### src/pkg/dbw_pkg.sv
// Shared constants, types and lane decoding for the DDR burst SRAM write-mask link.
//
// Contract
// Each burst word is masked by its own selects.
// x8: both selects low store bits 7..0.
// x8: select 0 only stores bits 3..0.
// x8: select 1 only stores bits 7..4.
// x18: both selects low store bits 17..0.
// x18: select 0 only stores bits 8..0.
// x18: select 1 only stores bits 17..9.
// x8/x18: both selects high write nothing.
// x9: low select stores bits 8..0.
// x9 high or x36 all high: no write.
// x36: all selects low store 36 bits.
// x36: select 0 only stores bits 8..0.
// x36: select 1 only stores bits 17..9.
// x36: select 2 only stores bits 26..18.
// x36: select 3 only stores bits 35..27.
// Selects may change between the two words.
// Reset leaves device deselected, outputs released.
// Latch location; word 0 then word 1.
// Cycles t+1, t+2 follow start cycle t.
// Write data taken on both input strobes.
// Read data launched on output or input strobes.
// Controller parks clocks high when stopped; the strobes are held low in reset and never parked high.
// Write starts with load and write low.
// Each word paired with same-edge selects.
package dbw_pkg;

   // Data path and array geometry.
   localparam int DATA_W = 36;
   localparam int SEL_W = 4;
   localparam int NIB_W = 2;
   localparam int LANE_W = 9;
   localparam int NIB_BITS = 4;
   localparam int ADDR_W = 3;
   localparam int DEPTH = 2 ** (ADDR_W + 1);

   // Clock rates and the divider that makes the burst clock phases.
   localparam int CLK_PERIOD_NS = 10;
   localparam int K_PERIOD_NS = 40;
   localparam int K_DIV = K_PERIOD_NS / CLK_PERIOD_NS;
   localparam logic [1:0] K_LAST = 2'(K_DIV - 1);
   localparam logic [1:0] KN_LAST = 2'(K_DIV / 2 - 1);

   // Register byte offsets of the controller.
   localparam logic [7:0] REG_CTRL = 8'h00;
   localparam logic [7:0] REG_STATUS = 8'h04;
   localparam logic [7:0] REG_ADDR = 8'h08;
   localparam logic [7:0] REG_WLO0 = 8'h0C;
   localparam logic [7:0] REG_WLO1 = 8'h10;
   localparam logic [7:0] REG_WEXT = 8'h14;
   localparam logic [7:0] REG_RLO0 = 8'h18;
   localparam logic [7:0] REG_RLO1 = 8'h1C;
   localparam logic [7:0] REG_REXT = 8'h20;

   // Field positions of the control and extension registers.
   localparam int CTRL_WR = 0;
   localparam int CTRL_RD = 1;
   localparam int CTRL_SINGLE = 2;
   localparam int EXT_HI0 = 0;
   localparam int EXT_HI1 = 4;
   localparam int EXT_SEL0 = 8;
   localparam int EXT_SEL1 = 12;
   localparam int EXT_NIB0 = 16;
   localparam int EXT_NIB1 = 18;
   localparam int HI_W = DATA_W - 32;

   // Reset value of the extension register: every select high, no lane written.
   localparam logic [31:0] WEXT_RESET = 32'h000FFF00;

   // AXI response codes.
   localparam logic [1:0] RESP_OKAY = 2'h0;
   localparam logic [1:0] RESP_SLVERR = 2'h2;

   // Device organisations.
   typedef enum {ORG_X8, ORG_X9, ORG_X18, ORG_X36} dbw_org_e;

   // Turns the active-low selects of one word into a per-bit store enable.
   function automatic logic [DATA_W-1:0] lane_enable(
      input dbw_org_e org,
      input logic [SEL_W-1:0] bws_n,
      input logic [NIB_W-1:0] nws_n);
      logic [DATA_W-1:0] en;
      en = '0;
      case (org)
         // nibble lanes.
         ORG_X8: begin
            en[NIB_BITS-1:0] = {NIB_BITS{~nws_n[0]}};
            en[2*NIB_BITS-1:NIB_BITS] = {NIB_BITS{~nws_n[1]}};
         end
         // single lane.
         ORG_X9: begin
            en[LANE_W-1:0] = {LANE_W{~bws_n[0]}};
         end
         // byte lanes.
         default: begin
            for (int i = 0; i < SEL_W; i++) begin
               if (i < 2 || org == ORG_X36) begin
                  en[i*LANE_W +: LANE_W] = {LANE_W{~bws_n[i]}};
               end
            end
         end
      endcase
      return en;
   endfunction : lane_enable

endpackage : dbw_pkg

### src/pkg/dbw_if.sv
// Pin-level link between the burst SRAM and its controller.
`timescale 1ns/1ns
`default_nettype none
interface dbw_if;
   import dbw_pkg::*;

   logic k_rise; // Positive input clock rise, one-cycle strobe.
   logic kn_rise; // Negative input clock rise, one-cycle strobe.
   logic c_rise; // Positive output clock rise, one-cycle strobe.
   logic cn_rise; // Negative output clock rise, one-cycle strobe.
   logic single_clock; // Strap: high selects launch on the input strobes.
   logic load_n; // Low starts an operation at a positive strobe.
   logic read_write_n; // High read, low write.
   logic [ADDR_W-1:0] addr; // Location of the burst.
   logic [DATA_W-1:0] wdata; // Write data word.
   logic [SEL_W-1:0] byte_lane_write_select_n; // Byte lane selects, active low.
   logic [NIB_W-1:0] half_byte_write_select_n; // Nibble selects, active low.
   logic [DATA_W-1:0] rdata; // Read data word.
   logic rdata_oe; // High while the device drives read data.

   // Controller end.
   modport ctrl (
      output k_rise, kn_rise, c_rise, cn_rise, single_clock, load_n, read_write_n, addr,
      output wdata, byte_lane_write_select_n, half_byte_write_select_n,
      input rdata, rdata_oe
   );

   // Memory end.
   modport sram (
      input k_rise, kn_rise, c_rise, cn_rise, single_clock, load_n, read_write_n, addr,
      input wdata, byte_lane_write_select_n, half_byte_write_select_n,
      output rdata, rdata_oe
   );
endinterface : dbw_if
`default_nettype wire

### src/core/dbw_ctrl.sv
// Controller end: AXI4-Lite register file, strobe divider and burst sequencer.
//
// The AXI4-Lite interface to the registers and the address map were chosen for this implementation.
`timescale 1ns/1ns
`default_nettype none
module dbw_ctrl (
   input wire logic aclk,
   input wire logic aresetn,
   input wire logic [7:0] s_axi_awaddr,
   input wire logic s_axi_awvalid,
   output logic s_axi_awready,
   input wire logic [31:0] s_axi_wdata,
   input wire logic [3:0] s_axi_wstrb,
   input wire logic s_axi_wvalid,
   output logic s_axi_wready,
   output logic [1:0] s_axi_bresp,
   output logic s_axi_bvalid,
   input wire logic s_axi_bready,
   input wire logic [7:0] s_axi_araddr,
   input wire logic s_axi_arvalid,
   output logic s_axi_arready,
   output logic [31:0] s_axi_rdata,
   output logic [1:0] s_axi_rresp,
   output logic s_axi_rvalid,
   input wire logic s_axi_rready,
   dbw_if.ctrl link
);
   import dbw_pkg::*;

   typedef enum {ST_IDLE, ST_CMD, ST_WD0, ST_WD1, ST_RD0, ST_RD1} dbw_state_e;

   ////////////////////////////////////////////////////////////////////////////
   // State.

   dbw_state_e state; // Sequencer state.
   logic [1:0] div; // Strobe divider.
   logic k_d; // Positive strobe, one cycle late.
   logic kn_d; // Negative strobe, one cycle late.
   logic pend_wr; // Write burst requested.
   logic pend_rd; // Read burst requested.
   logic single_reg; // Clock strap value.
   logic [ADDR_W-1:0] addr_reg; // Burst location.
   logic [31:0] wlo0; // Low bits of write word 0.
   logic [31:0] wlo1; // Low bits of write word 1.
   logic [31:0] wext; // High bits and selects of both words.
   logic [DATA_W-1:0] rd0; // Read word 0.
   logic [DATA_W-1:0] rd1; // Read word 1.
   logic aw_held; // Write address taken.
   logic w_held; // Write data taken.
   logic [7:0] aw_addr; // Held write address.
   logic [31:0] w_data; // Held write data.
   logic busy; // A burst is queued or running.
   logic do_write; // Register write happens this cycle.

   assign busy = (state != ST_IDLE) || pend_wr || pend_rd;
   assign do_write = aw_held && w_held && !s_axi_bvalid;

   ////////////////////////////////////////////////////////////////////////////
   // Strobe divider: one positive and one negative phase per burst clock.

   // Strobes run free outside reset and are held low during reset; no high parked level is driven.
   always_ff @(posedge aclk) begin
      if (!aresetn) begin
         div <= '0;
         link.k_rise <= 1'b0;
         link.kn_rise <= 1'b0;
         k_d <= 1'b0;
         kn_d <= 1'b0;
      end else begin
         div <= div + 2'h1;
         link.k_rise <= (div == K_LAST);
         link.kn_rise <= (div == KN_LAST);
         k_d <= link.k_rise;
         kn_d <= link.kn_rise;
      end
   end

   // Output strobes share the input phases; the strap goes out from its register.
   assign link.c_rise = link.k_rise;
   assign link.cn_rise = link.kn_rise;
   assign link.single_clock = single_reg;

   ////////////////////////////////////////////////////////////////////////////
   // AXI write channel: address and data taken in either order, then one response.

   always_ff @(posedge aclk) begin
      if (!aresetn) begin
         aw_held <= 1'b0;
         w_held <= 1'b0;
         aw_addr <= '0;
         w_data <= '0;
         s_axi_bvalid <= 1'b0;
         s_axi_bresp <= RESP_OKAY;
      end else begin
         if (s_axi_awvalid && s_axi_awready) begin
            aw_held <= 1'b1;
            aw_addr <= s_axi_awaddr;
         end
         if (s_axi_wvalid && s_axi_wready) begin
            w_held <= 1'b1;
            w_data <= s_axi_wdata;
         end
         if (do_write) begin
            aw_held <= 1'b0;
            w_held <= 1'b0;
            s_axi_bvalid <= 1'b1;
            s_axi_bresp <= (aw_addr > REG_REXT || aw_addr[1:0] != 2'h0) ? RESP_SLVERR : RESP_OKAY;
         end else if (s_axi_bready) begin
            s_axi_bvalid <= 1'b0;
         end
      end
   end

   assign s_axi_awready = !aw_held;
   assign s_axi_wready = !w_held;

   // Register stores; writes while a burst runs leave the data registers alone.
   always_ff @(posedge aclk) begin
      if (!aresetn) begin
         single_reg <= 1'b0;
         addr_reg <= '0;
         wlo0 <= '0;
         wlo1 <= '0;
         wext <= WEXT_RESET;
      end else if (do_write && !busy && s_axi_wstrb == 4'hF) begin
         case (aw_addr)
            REG_CTRL: single_reg <= w_data[CTRL_SINGLE];
            REG_ADDR: addr_reg <= w_data[ADDR_W-1:0];
            REG_WLO0: wlo0 <= w_data;
            REG_WLO1: wlo1 <= w_data;
            REG_WEXT: wext <= w_data;
            default: ;
         endcase
      end
   end

   ////////////////////////////////////////////////////////////////////////////
   // AXI read channel: one-cycle answer.

   always_ff @(posedge aclk) begin
      if (!aresetn) begin
         s_axi_rvalid <= 1'b0;
         s_axi_rdata <= '0;
         s_axi_rresp <= RESP_OKAY;
      end else if (s_axi_arvalid && s_axi_arready) begin
         s_axi_rvalid <= 1'b1;
         s_axi_rresp <= RESP_OKAY;
         case (s_axi_araddr)
            REG_CTRL: s_axi_rdata <= {29'h0, single_reg, 2'h0};
            REG_STATUS: s_axi_rdata <= {31'h0, busy};
            REG_ADDR: s_axi_rdata <= {29'h0, addr_reg};
            REG_WLO0: s_axi_rdata <= wlo0;
            REG_WLO1: s_axi_rdata <= wlo1;
            REG_WEXT: s_axi_rdata <= wext;
            REG_RLO0: s_axi_rdata <= rd0[31:0];
            REG_RLO1: s_axi_rdata <= rd1[31:0];
            REG_REXT: s_axi_rdata <= {24'h0, rd1[DATA_W-1:32], rd0[DATA_W-1:32]};
            default: begin
               s_axi_rdata <= '0;
               s_axi_rresp <= RESP_SLVERR;
            end
         endcase
      end else if (s_axi_rready) begin
         s_axi_rvalid <= 1'b0;
      end
   end

   assign s_axi_arready = !s_axi_rvalid;

   ////////////////////////////////////////////////////////////////////////////
   // Burst sequencer.

   always_ff @(posedge aclk) begin
      if (!aresetn) begin
         state <= ST_IDLE;
         pend_wr <= 1'b0;
         pend_rd <= 1'b0;
         link.load_n <= 1'b1;
         link.read_write_n <= 1'b1;
         link.addr <= '0;
         link.wdata <= '0;
         link.byte_lane_write_select_n <= '1;
         link.half_byte_write_select_n <= '1;
         rd0 <= '0;
         rd1 <= '0;
      end else begin
         // Start requests are taken only while idle.
         if (do_write && !busy && aw_addr == REG_CTRL && s_axi_wstrb == 4'hF) begin
            pend_wr <= w_data[CTRL_WR];
            pend_rd <= w_data[CTRL_RD] && !w_data[CTRL_WR];
         end
         case (state)
            ST_IDLE: begin
               if (link.k_rise && (pend_wr || pend_rd)) begin
                  // Load low ahead of the start strobe.
                  link.load_n <= 1'b0;
                  link.read_write_n <= pend_rd;
                  link.addr <= addr_reg;
                  pend_wr <= 1'b0;
                  pend_rd <= 1'b0;
                  state <= ST_CMD;
               end
            end
            ST_CMD: begin
               if (link.k_rise) begin
                  link.load_n <= 1'b1;
                  if (!link.read_write_n) begin
                     // Word 0 with its own selects.
                     link.wdata <= {wext[EXT_HI0 +: HI_W], wlo0};
                     link.byte_lane_write_select_n <= wext[EXT_SEL0 +: SEL_W];
                     link.half_byte_write_select_n <= wext[EXT_NIB0 +: NIB_W];
                     state <= ST_WD0;
                  end else begin
                     state <= ST_RD0;
                  end
               end
            end
            ST_WD0: begin
               if (link.k_rise) begin
                  // Word 1 may carry a different pattern.
                  link.wdata <= {wext[EXT_HI1 +: HI_W], wlo1};
                  link.byte_lane_write_select_n <= wext[EXT_SEL1 +: SEL_W];
                  link.half_byte_write_select_n <= wext[EXT_NIB1 +: NIB_W];
                  state <= ST_WD1;
               end
            end
            ST_WD1: begin
               if (link.kn_rise) begin
                  link.byte_lane_write_select_n <= '1;
                  link.half_byte_write_select_n <= '1;
                  state <= ST_IDLE;
               end
            end
            ST_RD0: begin
               if (kn_d && link.rdata_oe) begin
                  rd0 <= link.rdata;
                  state <= ST_RD1;
               end
            end
            ST_RD1: begin
               if (k_d) begin
                  rd1 <= link.rdata;
                  state <= ST_IDLE;
               end
            end
            default: state <= ST_IDLE;
         endcase
      end
   end

endmodule : dbw_ctrl
`default_nettype wire

### src/flat_wrapper.sv
// flat-port wrapper written by rule: the top's interface ports become plain ports
module dbw_ctrl_flat import dbw_pkg::*;
  (aclk, aresetn, s_axi_awaddr, s_axi_awvalid, s_axi_awready, s_axi_wdata, s_axi_wstrb, s_axi_wvalid, s_axi_wready, s_axi_bresp, s_axi_bvalid, s_axi_bready, s_axi_araddr, s_axi_arvalid, s_axi_arready, s_axi_rdata, s_axi_rresp, s_axi_rvalid, s_axi_rready, link_k_rise, link_kn_rise, link_c_rise, link_cn_rise, link_single_clock, link_load_n, link_read_write_n, link_addr, link_wdata, link_byte_lane_write_select_n, link_half_byte_write_select_n, link_rdata, link_rdata_oe);
  dbw_if link_i ();
  input wire logic aclk;
  input wire logic aresetn;
  input wire logic [7:0] s_axi_awaddr;
  input wire logic s_axi_awvalid;
  output logic s_axi_awready;
  input wire logic [31:0] s_axi_wdata;
  input wire logic [3:0] s_axi_wstrb;
  input wire logic s_axi_wvalid;
  output logic s_axi_wready;
  output logic [1:0] s_axi_bresp;
  output logic s_axi_bvalid;
  input wire logic s_axi_bready;
  input wire logic [7:0] s_axi_araddr;
  input wire logic s_axi_arvalid;
  output logic s_axi_arready;
  output logic [31:0] s_axi_rdata;
  output logic [1:0] s_axi_rresp;
  output logic s_axi_rvalid;
  input wire logic s_axi_rready;
  output wire logic [$bits(link_i.k_rise)-1:0] link_k_rise;
  output wire logic [$bits(link_i.kn_rise)-1:0] link_kn_rise;
  output wire logic [$bits(link_i.c_rise)-1:0] link_c_rise;
  output wire logic [$bits(link_i.cn_rise)-1:0] link_cn_rise;
  output wire logic [$bits(link_i.single_clock)-1:0] link_single_clock;
  output wire logic [$bits(link_i.load_n)-1:0] link_load_n;
  output wire logic [$bits(link_i.read_write_n)-1:0] link_read_write_n;
  output wire logic [$bits(link_i.addr)-1:0] link_addr;
  output wire logic [$bits(link_i.wdata)-1:0] link_wdata;
  output wire logic [$bits(link_i.byte_lane_write_select_n)-1:0] link_byte_lane_write_select_n;
  output wire logic [$bits(link_i.half_byte_write_select_n)-1:0] link_half_byte_write_select_n;
  input wire logic [$bits(link_i.rdata)-1:0] link_rdata;
  input wire logic [$bits(link_i.rdata_oe)-1:0] link_rdata_oe;
  assign link_k_rise = link_i.k_rise;
  assign link_kn_rise = link_i.kn_rise;
  assign link_c_rise = link_i.c_rise;
  assign link_cn_rise = link_i.cn_rise;
  assign link_single_clock = link_i.single_clock;
  assign link_load_n = link_i.load_n;
  assign link_read_write_n = link_i.read_write_n;
  assign link_addr = link_i.addr;
  assign link_wdata = link_i.wdata;
  assign link_byte_lane_write_select_n = link_i.byte_lane_write_select_n;
  assign link_half_byte_write_select_n = link_i.half_byte_write_select_n;
  assign link_i.rdata = link_rdata;
  assign link_i.rdata_oe = link_rdata_oe;
  dbw_ctrl u_core (.aclk(aclk), .aresetn(aresetn), .s_axi_awaddr(s_axi_awaddr), .s_axi_awvalid(s_axi_awvalid), .s_axi_awready(s_axi_awready), .s_axi_wdata(s_axi_wdata), .s_axi_wstrb(s_axi_wstrb), .s_axi_wvalid(s_axi_wvalid), .s_axi_wready(s_axi_wready), .s_axi_bresp(s_axi_bresp), .s_axi_bvalid(s_axi_bvalid), .s_axi_bready(s_axi_bready), .s_axi_araddr(s_axi_araddr), .s_axi_arvalid(s_axi_arvalid), .s_axi_arready(s_axi_arready), .s_axi_rdata(s_axi_rdata), .s_axi_rresp(s_axi_rresp), .s_axi_rvalid(s_axi_rvalid), .s_axi_rready(s_axi_rready), .link(link_i));
endmodule
### config.mk
export PLATFORM = sky130hd
export DESIGN_NAME = dbw_ctrl_flat
export DESIGN_NICKNAME = d
export VERILOG_FILES = /design/src/pkg/dbw_pkg.sv /design/src/pkg/dbw_if.sv /design/src/core/dbw_ctrl.sv /design/src/flat_wrapper.sv
export SDC_FILE = /design/constraint.sdc
export NUM_CORES = 1
export LEC_CHECK = 0
export BUFFER_PORTS_ARGS = -buffer_cell sky130_fd_sc_hd__buf_2
export CORE_ASPECT_RATIO = 2
export CORE_MARGIN = 10
export CORE_UTILIZATION = 57
export CTS_CLUSTER_SIZE = 24
export DETAILED_ROUTE_END_ITERATION = 6
export PLACE_DENSITY = 0.8
export SETUP_SLACK_MARGIN = 0.15
export SYNTH_ARGS = -nofsm -noshare
export SYNTH_HDL_FRONTEND = slang
export SYNTH_SLANG_ARGS = --single-unit
### constraint.sdc
create_clock -name aclk -period 3.1 [get_ports aclk]
set_input_delay 0.155 -clock aclk [delete_from_list [all_inputs] [get_ports aclk]]
set_output_delay 0.155 -clock aclk [all_outputs]
set_load 0.02 [all_outputs]
==> results.md <==
* Status: finished clean
* Min-delay src: s_axi_araddr[7]
* EDFF count, synth at 0
* Clk Latency, worst-skew pair at 0.56 ns
* Power Dens Cells at 509 nW/um2
* Period minus WS final at about 2.5 ns
* Vias/cell at 5.94
* Max cap viols at 0
* RSZ-0062 raised after global routing: false
* Ys Warns at 0
* Post-Synthesis Cells at around 1.5k
* Worst min-delay path endpoint: u_core.s_axi_rdata[5]
* Tcrit/Tclk final at 0.811
* Pins Over Slew Limit at 0
* Pin count of the biggest net entering global routing at 180
* Sequential fraction of the synthesis area at 0.470
* GRT Total Usage at 0.270
* Predominant post-synthesis flop cell: dfxtp_1
* Crit Reg-Reg Endpoint: u_core.wlo1[20]
* Fraction of layout cells with a size suffix above 1 at 0.179
* Async S/R FF share, synth at 0
* CTS sink count at 308
* Peak supply drop at 0.549 mV
* Crit path max fanout at 32
* Worst hold path class: primary input to flop
* Vias in the first global route at 12.4k
* Core Rows at 78
* Critical Path AT at 2.93 ns
* Die Area at ~30000 um2
* Clock power share at 0.441
* CTS tree: built
* CP max stage delay at 0.52 ns
* Fill cells at 1769
* Initial DRC count at 1093
* Net Switching at 0.00185 W
* Initial core utilization at 0.577
* GP Congestion at 0.932
* Pre-antenna DRT Iters at 5
* R2R Setup Slk at 0.59 ns
* Placed wire-length estimate at 27800 um
* CP Data Required Time at 3.52 ns
* GR Overflow Total at 0
* Regs by FF count: u_core.link.wdata (36), u_core.rd0 (36), u_core.rd1 (36)
* Worst Clk Skew at 0.0283 ns
* CP startpoint kind: flop
* Logic pwr share at 0.061
* Clk buf depth at 3
* TritonCTS Buffers at 27
* Reg area at roughly 6000 um2
* Slowest-stage cell, CP: or4_1
* Core region area at 22700 um2
* Routed Antenna Nets at 0
* Initial antenna violation count at 1
* Mean Syn Cell Area at 8.82 um2
* CTS clk-pin slew, worst paths at 0.07 ns
* Slew HR at 0.320
* Synth Register Bits at 308
* CTS root buf: clkbuf_16
* Routed WL at 42100 um
* Sw Ratio at 0.228
* Final setup viols at 0
* Worst Tran Pin Value at 1.02 ns
* Final Hold Fails at 0
* Internal Power at ~0.0063 W
* F_max at between 300 and 400 MHz
* Sequential Power Share at 0.498
* Cell variety after synth at 58
* Worst r2r src: u_core.state[1]
* Setup_tns at 0 ns
* Critical path's top delay family: simple AND/OR/NAND/NOR gates
* Global-route wire length before repair at 65500 um
* Leakage at 6.66 nW
* Layout area overhead at 21.9%
* CP Cell Sequence: or3_1, or4_4, or4_1, buf_4, nand2_1, a21boi_1
* Drt drc at 0
* WL/cell at 21.0 um
* Area of the multi-input gates at 6490 um2
* Reg2reg path depth at 6
* Critical path class: flop to flop
* Die height at 235 um
* Die Width at 127 um
* Finished Core Util at 0.704
* H-tree levels at 1
* Worst Setup End Kind: flop
* Hold path cells at 4
* Final cell count without fillers at 2006
* Crit path buf inv count at 1
* Via count at 11.9k
* Nets@finish at 1803
* Placed instance count at 1874
* Post-Syn Area at 13100 um2
* Num ports at 189
* Number of port buffers at 186
logic make-up (layout without fill, tap and decap cells):
family,Yosys count,after routing,synth area share
adders and majority gates,2,2,0.00191
and+or+nand+nor,600,600,0.198
xor gates and xnor gates,1,1,0.000667
DFF,308,308,0.470
AOI/OAI and AO/OA,323,323,0.187
buffers and inverters,124,360,0.0394
other,1,3,0.000286
muxes,129,129,0.103
area by class of cell:
class,instances,share of cell area
multi-input combinational,1057,0.406
sequential,308,0.385
timing repair buffer,300,0.126
clock buffer,33,0.0442
tap,280,0.0219
clock inverter,16,0.0140
inverter,11,0.00258
antenna,1,0.000156
worst reg2reg max path, delay by kind of cell, from the launching register on:
kind	cells	cell delay, ns
AOI/OAI and AO/OA	1	0.08
buffers and inverters	1	0.27
DFF	1	0.42
and+or+nand+nor	4	1.62
cells in the mapped netlist (7+ instances only):
cell type,number,area share
o21ai_0,38,0.014
a22o_1,8,0.0053
a21oi_1,13,0.0050
a21boi_1,33,0.019
o211a_1,38,0.029
a22oi_1,25,0.014
buf_2,11,0.0042
mux2i_1,99,0.075
nand2_1,422,0.12
nor2_1,44,0.013
buf_1,7,0.0020
nand3_1,20,0.0076
a21boi_0,125,0.071
mux2_2,28,0.024
nor2b_1,62,0.030
dfxtp_1,308,0.47
clkbuf_1,88,0.025
nor3_1,11,0.0042
a222oi_1,11,0.0084
inv_1,11,0.0031
cell usage in the layout (no fill, tap or decap), drive strengths merged, types with 5 or more instances in the layout:
master       instances
a21oi               13
a22o                 8
nand2b               5
nor2b               62
nand3               20
o211a               38
and2                 6
nor3                12
a21boi             158
o21ai               38
a32oi                6
clkbuf              33
dlygate4sd3         82
a221oi               6
buf                218
nor2                44
mux2                28
mux2i               99
a222oi              11
dfxtp              308
inv                 12
bufinv               5
clkinv               8
nand2              422
a22oi               25
or3                  5
power groups by stage:
stage               clock network (W)  registers [W]  logic (W)
CTS                           0.00362        0.00405   0.000486
floorplan                           0        0.00413   0.000235
detailed placement                  0        0.00414   0.000401
finish                        0.00359        0.00405   0.000499
global placement                    0        0.00414   0.000396
global route                  0.00375        0.00405   0.000535
stage by stage:
stage	cell area, um2	total power (W)	setup slack, ns	hold slack [ns]
floorplan	13100	0.00436	0.910	0.271
global placement	14300	0.00454	0.703	0.378
detailed placement	14300	0.00454	0.644	0.380
CTS	16000	0.00816	0.594	0.0733
global route	16000	0.00834	0.509	0.103
finish	16000	0.00814	0.587	0.0936
what timing repair did:
action,in CTS,in global routing
hold buffers,82,0
hold endpoints to repair,120,0
gates resized for setup,0,0
setup endpoints to repair,0,0
buffers inserted,0,0
how the worst max path moves through the flow:
stage	startpoint	end	depth (start not counted)
after floorplan	u_core.state[0]	u_core.wlo1[10]	8
after global placement	u_core.state[1]	u_core.wlo1[0]	6
after detailed placement	u_core.state[1]	u_core.wlo1[30]	6
after CTS	u_core.state[1]	u_core.wlo1[20]	6
after global routing	u_core.state[1]	u_core.wlo1[20]	6
final	u_core.state[1]	u_core.wlo1[20]	6
routing by layer:
metal	vias up	global-route usage	part of all wire	routed length [um]
li1	5519	-	-	-
met5	-	0	0	0
met3	146	0.0388	0.062	2590
met2	514	0.487	0.52	21900
met4	0	0.177	0.064	2690
met1	5730	0.277	0.36	15000
No activity file was read; power rests on OpenSTA's default activity.
